## src/core/fws_regs.vh

```
// Constants for the flash status poller: register offsets, fields, codes, timings.
// Assumes an AXI4-Lite slave with 32-bit words and a 100 MHz aclk.
`ifndef FWS_REGS_VH
`define FWS_REGS_VH

`define FWS_OFF_CTRL 8'h00
`define FWS_OFF_ADDR 8'h04
`define FWS_OFF_DATA 8'h08
`define FWS_OFF_STAT 8'h0C
`define FWS_OFF_RDAT 8'h10

`define FWS_CMD_NONE 3'h0
`define FWS_CMD_READ 3'h1
`define FWS_CMD_WRITE 3'h2
`define FWS_CMD_POLL 3'h3
`define FWS_CMD_SERASE 3'h4
`define FWS_CMD_RESET 3'h5

`define FWS_RES_BUSY 3'h0
`define FWS_RES_DONE 3'h1
`define FWS_RES_FAIL 3'h2
`define FWS_RES_ACCEPTED 3'h3
`define FWS_RES_REJECTED 3'h4
`define FWS_RES_CLOSED 3'h5

`define FWS_BIT_POLL 7
`define FWS_BIT_BUSY_TGL 6
`define FWS_BIT_FAIL 5
`define FWS_BIT_WINDOW 3
`define FWS_BIT_SECT_TGL 2

`define FWS_CMD_RESET_DATA 8'hF0
`define FWS_CMD_SERASE_DATA 8'h30

`define FWS_CLK_NS 10
`define FWS_T_CYCLE_NS 80
`define FWS_T_CYCLE_CYC ((`FWS_T_CYCLE_NS + `FWS_CLK_NS - 1) / `FWS_CLK_NS)
`define FWS_T_OEH_NS 10
`define FWS_T_OEH_CYC ((`FWS_T_OEH_NS + `FWS_CLK_NS - 1) / `FWS_CLK_NS)
`define FWS_T_SPACE_US 50
`define FWS_T_SPACE_CYC (`FWS_T_SPACE_US * 1000 / `FWS_CLK_NS)

`endif

```

## src/core/fws_poller.v

```verilog
// Host controller that drives a parallel flash and polls its status bits.
// Assumes an AXI4-Lite master in software's place and the flash pins below.
`include "fws_regs.vh"
module fws_poller (
    // Clock and reset
    input wire aclk,
    input wire aresetn,
    // AXI4-Lite write address
    input wire [7:0] s_axi_awaddr,
    input wire s_axi_awvalid,
    output wire s_axi_awready,
    // AXI4-Lite write data
    input wire [31:0] s_axi_wdata,
    input wire [3:0] s_axi_wstrb,
    input wire s_axi_wvalid,
    output wire s_axi_wready,
    // AXI4-Lite write response
    output reg [1:0] s_axi_bresp,
    output reg s_axi_bvalid,
    input wire s_axi_bready,
    // AXI4-Lite read address
    input wire [7:0] s_axi_araddr,
    input wire s_axi_arvalid,
    output wire s_axi_arready,
    // AXI4-Lite read data
    output reg [31:0] s_axi_rdata,
    output reg [1:0] s_axi_rresp,
    output reg s_axi_rvalid,
    input wire s_axi_rready,
    // Flash pins
    output wire [17:0] flash_addr,
    output wire flash_ce_n,
    output wire flash_oe_n,
    output wire flash_we_n,
    input wire [7:0] flash_dq_i,
    output wire [7:0] flash_dq_o,
    output wire flash_dq_oe
);
    localparam [3:0] S_IDLE = 4'd0;
    localparam [3:0] S_ONE = 4'd1;
    localparam [3:0] S_FIRST = 4'd2;
    localparam [3:0] S_SECOND = 4'd3;
    localparam [3:0] S_RECHECK = 4'd4;
    localparam [3:0] S_RESET = 4'd5;
    localparam [3:0] S_PRE = 4'd6;
    localparam [3:0] S_ADD = 4'd7;
    localparam [3:0] S_POST = 4'd8;
    localparam [3:0] S_FINISH = 4'd9;

    // Software registers and sequencer state
    reg [2:0] cmd_q;
    reg [17:0] addr_q;
    reg [7:0] data_q;
    reg busy_q;
    reg [2:0] result_q;
    reg erasing_q;
    reg suspended_q;
    reg [7:0] last_q;
    reg [7:0] first_q;
    reg [3:0] st_q;
    reg go_q;
    reg start_q;
    reg is_wr_q;
    reg [17:0] cyc_addr_q;
    reg [7:0] cyc_data_q;
    wire cyc_done;
    wire [7:0] cyc_rdata;

    // Write channel: both taken in the same edge, response follows
    wire wr_take = s_axi_awvalid && s_axi_wvalid && !s_axi_bvalid;
    assign s_axi_awready = wr_take;
    assign s_axi_wready = wr_take;
    wire rd_take = s_axi_arvalid && !s_axi_rvalid;
    assign s_axi_arready = rd_take;
    wire wr_ok = (s_axi_awaddr == `FWS_OFF_CTRL) || (s_axi_awaddr == `FWS_OFF_ADDR) ||
        (s_axi_awaddr == `FWS_OFF_DATA);

    always @(posedge aclk) begin
        if (!aresetn) begin
            s_axi_bvalid <= 1'b0;
            s_axi_bresp <= 2'b00;
            s_axi_rvalid <= 1'b0;
            s_axi_rresp <= 2'b00;
            s_axi_rdata <= 32'h00000000;
            addr_q <= 18'h00000;
            data_q <= 8'h00;
            cmd_q <= `FWS_CMD_NONE;
            go_q <= 1'b0;
        end else begin
            go_q <= 1'b0;
            if (s_axi_bvalid && s_axi_bready) begin
                s_axi_bvalid <= 1'b0;
            end
            if (wr_take) begin
                s_axi_bvalid <= 1'b1;
                s_axi_bresp <= wr_ok ? 2'b00 : 2'b10;
                if (s_axi_awaddr == `FWS_OFF_ADDR && s_axi_wstrb != 4'h0) begin
                    addr_q <= s_axi_wdata[17:0];
                end
                if (s_axi_awaddr == `FWS_OFF_DATA && s_axi_wstrb[0]) begin
                    data_q <= s_axi_wdata[7:0];
                end
                // A command while busy is dropped; software watches the busy bit
                if (s_axi_awaddr == `FWS_OFF_CTRL && s_axi_wstrb[0] && !busy_q) begin
                    cmd_q <= s_axi_wdata[2:0];
                    go_q <= 1'b1;
                end
            end
            if (s_axi_rvalid && s_axi_rready) begin
                s_axi_rvalid <= 1'b0;
            end
            if (rd_take) begin
                s_axi_rvalid <= 1'b1;
                s_axi_rresp <= 2'b00;
                case (s_axi_araddr)
                    `FWS_OFF_CTRL: s_axi_rdata <= {29'h0, cmd_q};
                    `FWS_OFF_ADDR: s_axi_rdata <= {14'h0, addr_q};
                    `FWS_OFF_DATA: s_axi_rdata <= {24'h0, data_q};
                    `FWS_OFF_STAT: s_axi_rdata <= {26'h0, suspended_q, erasing_q, result_q, 1'b0} |
                        {31'h0, busy_q};
                    `FWS_OFF_RDAT: s_axi_rdata <= {24'h0, last_q};
                    default: begin
                        s_axi_rdata <= 32'h00000000;
                        s_axi_rresp <= 2'b10;
                    end
                endcase
            end
        end
    end

    // Toggle tests between two consecutive reads
    wire busy_tgl = first_q[`FWS_BIT_BUSY_TGL] ^ cyc_rdata[`FWS_BIT_BUSY_TGL];
    wire sect_tgl = first_q[`FWS_BIT_SECT_TGL] ^ cyc_rdata[`FWS_BIT_SECT_TGL];

    always @(posedge aclk) begin
        if (!aresetn) begin
            st_q <= S_IDLE;
            busy_q <= 1'b0;
            result_q <= `FWS_RES_DONE;
            erasing_q <= 1'b0;
            suspended_q <= 1'b0;
            last_q <= 8'h00;
            first_q <= 8'h00;
            start_q <= 1'b0;
            is_wr_q <= 1'b0;
            cyc_addr_q <= 18'h00000;
            cyc_data_q <= 8'h00;
        end else begin
            start_q <= 1'b0;
            case (st_q)
                S_IDLE: begin
                    if (go_q) begin
                        busy_q <= 1'b1;
                        result_q <= `FWS_RES_BUSY;
                        start_q <= 1'b1;
                        cyc_addr_q <= addr_q;
                        cyc_data_q <= data_q;
                        case (cmd_q)
                            `FWS_CMD_READ: begin
                                is_wr_q <= 1'b0;
                                st_q <= S_ONE;
                            end
                            `FWS_CMD_WRITE: begin
                                is_wr_q <= 1'b1;
                                st_q <= S_ONE;
                            end
                            `FWS_CMD_POLL: begin
                                // Every poll request starts from the first read
                                is_wr_q <= 1'b0;
                                st_q <= S_FIRST;
                            end
                            `FWS_CMD_SERASE: begin
                                is_wr_q <= 1'b0;
                                st_q <= S_PRE;
                            end
                            `FWS_CMD_RESET: begin
                                is_wr_q <= 1'b1;
                                cyc_data_q <= `FWS_CMD_RESET_DATA;
                                st_q <= S_RESET;
                            end
                            default: begin
                                start_q <= 1'b0;
                                busy_q <= 1'b0;
                                result_q <= `FWS_RES_DONE;
                            end
                        endcase
                    end
                end
                S_ONE, S_RESET: begin
                    if (cyc_done) begin
                        if (!is_wr_q) begin
                            last_q <= cyc_rdata;
                        end
                        st_q <= S_FINISH;
                        result_q <= `FWS_RES_DONE;
                    end
                end
                S_FIRST: begin
                    if (cyc_done) begin
                        first_q <= cyc_rdata;
                        start_q <= 1'b1;
                        st_q <= S_SECOND;
                    end
                end
                S_SECOND, S_RECHECK: begin
                    if (cyc_done) begin
                        last_q <= cyc_rdata;
                        // Busy toggle says running; sector toggle marks erasing sectors
                        erasing_q <= busy_tgl && sect_tgl;
                        suspended_q <= !busy_tgl && sect_tgl && cyc_rdata[`FWS_BIT_POLL];
                        if (!busy_tgl) begin
                            // Busy toggle stopped: reported done; suspended needs sector toggle and poll bit high
                            result_q <= `FWS_RES_DONE;
                            st_q <= S_FINISH;
                        end else if (cyc_rdata[`FWS_BIT_FAIL] && st_q == S_SECOND) begin
                            first_q <= cyc_rdata;
                            start_q <= 1'b1;
                            st_q <= S_RECHECK;
                        end else if (st_q == S_RECHECK) begin
                            // Device stays in status mode until reset
                            result_q <= `FWS_RES_FAIL;
                            st_q <= S_FINISH;
                        end else begin
                            result_q <= `FWS_RES_BUSY;
                            st_q <= S_FINISH;
                        end
                    end
                end
                S_PRE: begin
                    if (cyc_done) begin
                        last_q <= cyc_rdata;
                        // Window bit is always read; command spacing is never assumed
                        if (cyc_rdata[`FWS_BIT_WINDOW]) begin
                            // Window shut: the add would be ignored, so it is not sent
                            result_q <= `FWS_RES_CLOSED;
                            st_q <= S_FINISH;
                        end else begin
                            is_wr_q <= 1'b1;
                            cyc_data_q <= `FWS_CMD_SERASE_DATA;
                            start_q <= 1'b1;
                            st_q <= S_ADD;
                        end
                    end
                end
                S_ADD: begin
                    if (cyc_done) begin
                        is_wr_q <= 1'b0;
                        start_q <= 1'b1;
                        st_q <= S_POST;
                    end
                end
                S_POST: begin
                    if (cyc_done) begin
                        last_q <= cyc_rdata;
                        // Window or polling bit high after the add: it may have been refused
                        if (cyc_rdata[`FWS_BIT_WINDOW] || cyc_rdata[`FWS_BIT_POLL]) begin
                            result_q <= `FWS_RES_REJECTED;
                        end else begin
                            result_q <= `FWS_RES_ACCEPTED;
                        end
                        st_q <= S_FINISH;
                    end
                end
                S_FINISH: begin
                    busy_q <= 1'b0;
                    st_q <= S_IDLE;
                end
                default: st_q <= S_IDLE;
            endcase
        end
    end

    fws_bus_cycle u_cycle (
        .aclk(aclk),
        .aresetn(aresetn),
        .start(start_q),
        .is_write(is_wr_q),
        .addr(cyc_addr_q),
        .wdata(cyc_data_q),
        .done(cyc_done),
        .rdata_q(cyc_rdata),
        .flash_addr_q(flash_addr),
        .flash_ce_n_q(flash_ce_n),
        .flash_oe_n_q(flash_oe_n),
        .flash_we_n_q(flash_we_n),
        .flash_dq_i(flash_dq_i),
        .flash_dq_o_q(flash_dq_o),
        .flash_dq_oe_q(flash_dq_oe)
    );
endmodule

```

## src/core/fws_bus_cycle.v

```verilog
// One strobed read or write cycle on the flash's parallel pins.
// Assumes the flash pins are asynchronous; timings come from cycle counts.
`include "fws_regs.vh"
module fws_bus_cycle (
    // Clock and reset
    input wire aclk,
    input wire aresetn,
    // Request
    input wire start,
    input wire is_write,
    input wire [17:0] addr,
    input wire [7:0] wdata,
    output wire done,
    output reg [7:0] rdata_q,
    // Flash pins
    output reg [17:0] flash_addr_q,
    output reg flash_ce_n_q,
    output reg flash_oe_n_q,
    output reg flash_we_n_q,
    input wire [7:0] flash_dq_i,
    output reg [7:0] flash_dq_o_q,
    output reg flash_dq_oe_q
);
    localparam integer STROBE_N = `FWS_T_CYCLE_CYC;
    localparam integer HOLD_N = `FWS_T_OEH_CYC;
    localparam [7:0] STROBE = STROBE_N[7:0];
    localparam [7:0] HOLD = HOLD_N[7:0];
    localparam [1:0] S_IDLE = 2'd0;
    localparam [1:0] S_STROBE = 2'd1;
    localparam [1:0] S_HOLD = 2'd2;
    reg [1:0] st_q;
    reg [7:0] cnt_q;
    reg wr_q;
    assign done = (st_q == S_HOLD) && (cnt_q == 8'h00);
    always @(posedge aclk) begin
        if (!aresetn) begin
            st_q <= S_IDLE;
            cnt_q <= 8'h00;
            wr_q <= 1'b0;
            rdata_q <= 8'h00;
            flash_addr_q <= 18'h00000;
            flash_ce_n_q <= 1'b1;
            flash_oe_n_q <= 1'b1;
            flash_we_n_q <= 1'b1;
            flash_dq_o_q <= 8'h00;
            flash_dq_oe_q <= 1'b0;
        end else begin
            case (st_q)
                S_IDLE: begin
                    if (start) begin
                        st_q <= S_STROBE;
                        cnt_q <= STROBE;
                        wr_q <= is_write;
                        flash_addr_q <= addr;
                        flash_dq_o_q <= wdata;
                        flash_dq_oe_q <= is_write;
                        flash_ce_n_q <= 1'b0;
                        flash_oe_n_q <= is_write;
                        flash_we_n_q <= ~is_write;
                    end
                end
                S_STROBE: begin
                    if (cnt_q == 8'h00) begin
                        // Rising strobe ends each cycle, giving one toggle per read
                        if (!wr_q) begin
                            rdata_q <= flash_dq_i;
                        end
                        flash_ce_n_q <= 1'b1;
                        flash_oe_n_q <= 1'b1;
                        flash_we_n_q <= 1'b1;
                        st_q <= S_HOLD;
                        cnt_q <= HOLD;
                    end else begin
                        cnt_q <= cnt_q - 8'h01;
                    end
                end
                S_HOLD: begin
                    if (cnt_q == 8'h00) begin
                        flash_dq_oe_q <= 1'b0;
                        st_q <= S_IDLE;
                    end else begin
                        cnt_q <= cnt_q - 8'h01;
                    end
                end
                default: st_q <= S_IDLE;
            endcase
        end
    end
endmodule

```

## config.mk

```make
export PLATFORM = sky130hd
export DESIGN_NAME = fws_poller
export DESIGN_NICKNAME = d
export VERILOG_FILES = /design/src/core/fws_poller.v /design/src/core/fws_bus_cycle.v
export VERILOG_INCLUDE_DIRS = /design/src /design/src/core
export SDC_FILE = /design/constraint.sdc
export NUM_CORES = 1
export LEC_CHECK = 0
export BUFFER_PORTS_ARGS = -buffer_cell sky130_fd_sc_hd__buf_4
export CAP_MARGIN = 20
export CORE_UTILIZATION = 35
export CTS_CLUSTER_SIZE = 20
export DETAILED_ROUTE_END_ITERATION = 16
export GPL_TIMING_DRIVEN = 0
export SYNTH_ARGS = -nofsm -noshare
export SYNTH_HDL_FRONTEND = slang
export SYNTH_SLANG_ARGS = --single-unit
```

## constraint.sdc

```tcl
create_clock -name aclk -period 2.1 [get_ports aclk]
set_input_delay 0.42 -clock aclk [delete_from_list [all_inputs] [get_ports aclk]]
set_output_delay 0.42 -clock aclk [all_outputs]
set_load 0.005 [all_outputs]
```

==> reports/results.tsv, run 1 <==
metric	value	unit
crit_type	reg -> reg	
antenna_cells	0	
fillers	1942	
die_area	0.0208	mm2
routed_wl	20400	um
grt_pass1_vias	5774	
synth_area	0.00706	mm2
place_inst	1204	
drt_iter0_drc	541	
portBuffers	106	
layout_common_cells	156 x nand2_1, 149 x dfxtp_1, 132 x buf_4	
ys_ff_latch	149	
vdd_drop_max	0.551	mV
cts_buffers	17	
layout_commonest_cell	nand2_1	
grt_start_max_net_pins	17	
yosys_most_used_dff	dfxtp_1	
cts_root_buffer	clkbuf_16	
rows	51	
placed_area	0.00825	mm2
die_w	144	um
period_needed	2.04	ns
h-tree-depth	4	
core_area	0.0196	mm2
area_delta_synth_final	27.9	%
dpl.hpwl	15000	um
clock_latency	0.43	ns
route.vias.total	6196	
wire_per_inst	16.5	um
fin_skew	0.00633	ns
cts_tree	built	
vias_per_cell	5.01	
syn_avg_cell_area	8.63	um2
firstDrtPassIters	6	
slew_headroom	46.4	%
critical_path.startpoint	st_q[2]$_SDFFE_PN0P_	
fin_cells	1236	
yosysTopAreaCell	dfxtp_1	
slew_violations	0	
powerDensity	712	mW/mm2
synth_edf_count	0	
yosysWarningCount	0	
drive_gt1_share	22.0	%
netlist_instances	818	
worst_pin_slew	0.803	ns
p_clk_share	51.4	%
final_area	0.00903	mm2
start_kind	flip-flop	
grt_pass1_wl	31800	um
drc	0	
ys_types	69	
yosysSeqAreaShare	42.2	%
intPower	0.00501	W
grt-ovfl-total	0	
ant_nets	0	
setup_violations	0	
r2r_setup_slack	0.06	ns
timing.final.crit_share	97.3	%
clockBufferDepth	2	
leakage	3.45	nW
power_frac_comb	4.5	%
holdWs	0.222	ns
rr_startpoint	st_q[2]$_SDFFE_PN0P_	
hp-class	in -> reg	
grt_util_all_layers	20.4	%
finalHoldViolations	0	
synthArstFlopShare	0	%
cp.required	2.43	ns
r2r_end	start_q$_SDFF_PN0_	
path_max_fanout	10	
final_nets	1031	
timing.fmax	489	MHz
gp_congestion	0.874	
status	finished clean	
die_h	144	um
clk_pin_slew	0.06	ns
start_util	36.1	%
end_kind	flip-flop	
antenna_found_initial	0	
synth_top_area_share	42.2	%
cap_violations	0	
p_seq_share	44.1	%
cts.sinks	149	
worstPathArrival	2.37	ns
ioPinCount	138	
synth.area.top_cells	dfxtp_1 42%, nand2_1 8.3%, mux2i_1 8.1%, a21boi_0 5.7%, nor2b_1 4.8%	
net-switching-power	0.00142	W
swShare	22.1	%
reg2reg_depth	7	
crit_end	start_q$_SDFF_PN0_	
power groups by stage:
stage               combinational (W)  clock (W)  sequential (W)
finish                       0.000288    0.00330         0.00284
detailed placement           0.000289          0         0.00290
floorplan                    0.000133          0         0.00290
CTS                          0.000290    0.00334         0.00284
global placement             0.000288          0         0.00290
global route                 0.000313    0.00350         0.00283
worst min path at each step:
stage	cells after the start	end	slack [ns]	start
finish	2	s_axi_rvalid$_SDFFE_PN0P_	0.22	s_axi_arvalid
global route	2	s_axi_rvalid$_SDFFE_PN0P_	0.21	s_axi_arvalid
CTS	2	s_axi_rvalid$_SDFFE_PN0P_	0.21	s_axi_arvalid
detailed placement	2	cyc_data_q[6]$_SDFFE_PN0P_	0.44	cyc_data_q[6]$_SDFFE_PN0P_
global placement	2	cyc_data_q[6]$_SDFFE_PN0P_	0.44	cyc_data_q[6]$_SDFFE_PN0P_
floorplan	2	cyc_data_q[5]$_SDFFE_PN0P_	0.43	cyc_data_q[5]$_SDFFE_PN0P_
sequential cells by signal, summed over array words and instances (netlist names), 2 cells and up:
name	count
cmd_q	3
st_q	4
result_q	3
u_cycle.st_q	2
addr_q	18
u_cycle.flash_addr_q	18
first_q	2
cyc_data_q	8
u_cycle.flash_dq_o_q	8
data_q	8
u_cycle.rdata_q	8
cyc_addr_q	18
s_axi_rdata	18
u_cycle.cnt_q	8
last_q	8
worst max-delay path: stages, from the launching register on:
cell and delay, ns:
dfxtp_1 0.36, clkbuf_2 0.23, nor4_4 0.30, nand2_1 0.21
clkbuf_2 0.28, nor2_1 0.27, a21oi_1 0.06, nor3b_1 0.23
cell families (layout without fill, tap and decap cells):
logic type / Yosys count / in the layout / synth area share [%]
simple gates: 324 / 324 / 23.0
compound gates: 192 / 192 / 19.3
flops: 149 / 149 / 42.2
buf+inv: 86 / 224 / 5.92
mux: 57 / 57 / 8.08
fa+ha+maj: 6 / 6 / 1.06
xor+xnor: 3 / 3 / 0.372
other cells: 1 / 16 / 0.0531
synthesized netlist by cell type (all sizes together) (7+ instances only):
| cell type | count |
|---|---|
| inv | 13 |
| buf | 34 |
| nand2b | 9 |
| dfxtp | 149 |
| a21boi | 55 |
| clkbuf | 39 |
| a21oi | 17 |
| o21ai | 48 |
| nor2b | 54 |
| nand3 | 13 |
| nand4 | 7 |
| nand2 | 157 |
| nor2 | 33 |
| mux2i | 57 |
| nor3 | 11 |
| a22oi | 18 |
layout make-up:
class                           count  area, um2  share of cell area, %
Clock buffer                       18        439                   4.86
Timing Repair Buffer              112        841                   9.31
Inverter                           13       48.8                  0.540
Sequential cell                   149       2980                   33.0
Tap cell                          265        332                   3.67
Multi-Input combinational cell    598       3840                   42.5
Clock inverter                     14        198                   2.19
Buffer                             67        352                   3.89
routing by layer:
layer | up-vias | global-route usage [%] | routed length (um)
met1 | 2890 | 27.0 | 9470
met2 | 194 | 33.2 | 9450
met4 | 0 | 6.22 | 218
li1 | 3090 | - | -
met5 | - | 0 | 0
met3 | 22 | 4.30 | 1230
stage by stage:
stage / util, % / setup TNS [ns] / worst slack (ns) / total power, W
floorplan: - / 0 / 0.147 / 0.00303
global placement: 42.1 / -12.87 / -0.305 / 0.00319
detailed placement: 42.1 / -13.34 / -0.314 / 0.00319
CTS: 45.8 / -0.113 / -0.0294 / 0.00647
global route: 46.1 / -0.000864 / -0.000864 / 0.00664
finish: 46.1 / 0 / 0.0569 / 0.00643
repair_timing:
action | 4_1_cts | 5_1_grt
setup buffers | 5 | 1
endpoints found under the setup margin | 62 | 73
pin swaps | 2 | 1
resized for setup | 15 | 18
hold buffers | 0 | 0
Power figures use the tool's default switching activity.
==> run 2: changes to the inputs <==
- BUFFER_PORTS_ARGS: -buffer_cell sky130_fd_sc_hd__buf_4 -> default
- DONT_BUFFER_PORTS: default -> 1
==> run 2 against run 1 <==
  * Sequential share of layout area increased by 3.4 points
  * Critical path type unchanged
  * Setup slack improved by 0.049 ns
  * Hold slack got worse by 0.094 ns
  * Via count decreased by 6.5%
  * Critical endpoint is now erasing_q$_SDFFE_PN0P_
  * Register-to-register slack improved by 0.05 ns
  * First-iteration DRC count decreased by 29%
  * Flip-flop and latch count unchanged
  * Combinational power decreased by 35%
  * Fmax increased by 2.5%
  * Routed wire length decreased by 3.6%
  * Cell count decreased by 8.5%
  * Die area unchanged
==> reports/results.tsv, run 2 (synthesis gave the netlist of run 1 again) <==
metric	value	unit
finalHoldViolations	0	
cts_root_buffer	clkbuf_16	
fin_ws	0.106	ns
dpl.hpwl	14600	um
die_w	144	um
cts_buffers	17	
vdd_drop_max	0.559	mV
die_area	0.0208	mm2
placed_area	0.00745	mm2
timing.final.crit_share	94.9	%
fillers	2005	
hold_start	s_axi_arvalid	
antenna_found_initial	0	
clockBufferDepth	2	
layout_commonest_cell	nand2_1	
antenna_cells	0	
worst_pin_slew	0.843	ns
drc	0	
net-switching-power	0.00141	W
drt_iter0_drc	385	
final_nets	926	
cts.sinks	149	
fin_skew	0.0168	ns
rr_startpoint	u_cycle.cnt_q[1]$_SDFFE_PN0P_	
gp_congestion	0.885	
area_delta_synth_final	16.0	%
power_frac_comb	3.1	%
powerDensity	743	mW/mm2
swShare	23.1	%
leakage	2.90	nW
p_clk_share	50.4	%
path_max_fanout	5	
wire_per_inst	17.4	um
grt_start_max_net_pins	17	
rows	51	
core_area	0.0196	mm2
cts_tree	built	
period_needed	1.99	ns
vias_per_cell	5.12	
firstDrtPassIters	5	
slew_violations	0	
cts_hold_buffers	0	
holdWs	0.128	ns
grt-ovfl-total	0	
start_util	36.1	%
clk_pin_slew	0.06	ns
setup_violations	0	
route.vias.total	5796	
end_kind	flip-flop	
slew_headroom	43.8	%
layout_common_cells	156 x nand2_1, 148 x dfxtp_1, 57 x mux2i_1	
drive_gt1_share	12.6	%
routed_wl	19600	um
cp.required	2.47	ns
timing.fmax	502	MHz
intPower	0.00468	W
h-tree-depth	4	
p_seq_share	46.6	%
clock_latency	0.43	ns
status	finished clean	
hp-class	in -> reg	
portBuffers	0	
cap_violations	0	
start_kind	flip-flop	
critical_path.startpoint	u_cycle.cnt_q[1]$_SDFFE_PN0P_	
fin_setup_tns	0	ns
place_ws	-0.325	ns
grt_pass1_vias	5362	
ant_nets	0	
ioPinCount	138	
grt_pass1_wl	30400	um
grt_util_all_layers	19.7	%
worstPathArrival	2.36	ns
die_h	144	um
final_area	0.00819	mm2
crit_type	reg -> reg	
run 2: power groups by stage:
stage / Clock [W] / Sequential, W / Combinational (W)
finish: 0.00307 / 0.00284 / 0.000187
global route: 0.00325 / 0.00284 / 0.000204
CTS: 0.00311 / 0.00284 / 0.000187
detailed placement: 0 / 0.00290 / 0.000186
global placement: 0 / 0.00290 / 0.000186
floorplan: 0 / 0.00290 / 0.000133
run 2: worst max-delay path: stages (launching register included):
cell and delay (ns):
dfxtp_1 0.32, inv_1 0.08, ha_2 0.19, or3b_4 0.43
nor2_4 0.22, nand4_4 0.15, or3_1 0.40, a21boi_1 0.14
run 2: worst paths after layout:
kind,to,slack (ns),cells after the start
setup / recovery,erasing_q$_SDFFE_PN0P_,0.11,7
hold / removal,s_axi_rvalid$_SDFFE_PN0P_,0.13,1
setup reg to reg,erasing_q$_SDFFE_PN0P_,0.11,7
hold reg to reg,cyc_data_q[7]$_SDFFE_PN0P_,0.45,2
run 2: timing repair:
item / CTS / global route
pin swaps: 2 / 3
gates resized for setup: 13 / 23
endpoints found under the setup margin: 72 / 70
buffers inserted: 4 / 1
run 2: per-layer routing:
| layer | vias to the layer above | share of wire [%] | global-route usage [%] |
|---|---|---|---|
| met3 | 20 | 7.5 | 5.89 |
| met5 | - | 0 | 0 |
| met1 | 2702 | 45 | 25.9 |
| met2 | 190 | 46 | 31.0 |
| met4 | 0 | 1.4 | 5.71 |
| li1 | 2884 | - | - |
run 2: cell type report:
cell class	count	area (um2)	area share, %
plain buffers	69	367	4.47
clock buffers	17	425	5.19
clock inverters	15	171	2.09
inverters	13	48.8	0.596
multi-input cells	598	3830	46.7
flip-flops and latches	149	2980	36.4
well taps	265	332	4.05
repair buffers	5	37.5	0.458
run 2: through the flow:
| stage | total power, W | util [%] | std cells |
|---|---|---|---|
| finish | 0.00609 | 41.8 | 1131 |
| global route | 0.00629 | 41.8 | 1131 |
| CTS | 0.00613 | 41.5 | 1132 |
| detailed placement | 0.00309 | 38.0 | 1098 |
| global placement | 0.00309 | 38.0 | 1098 |
| floorplan | 0.00303 | - | 833 |
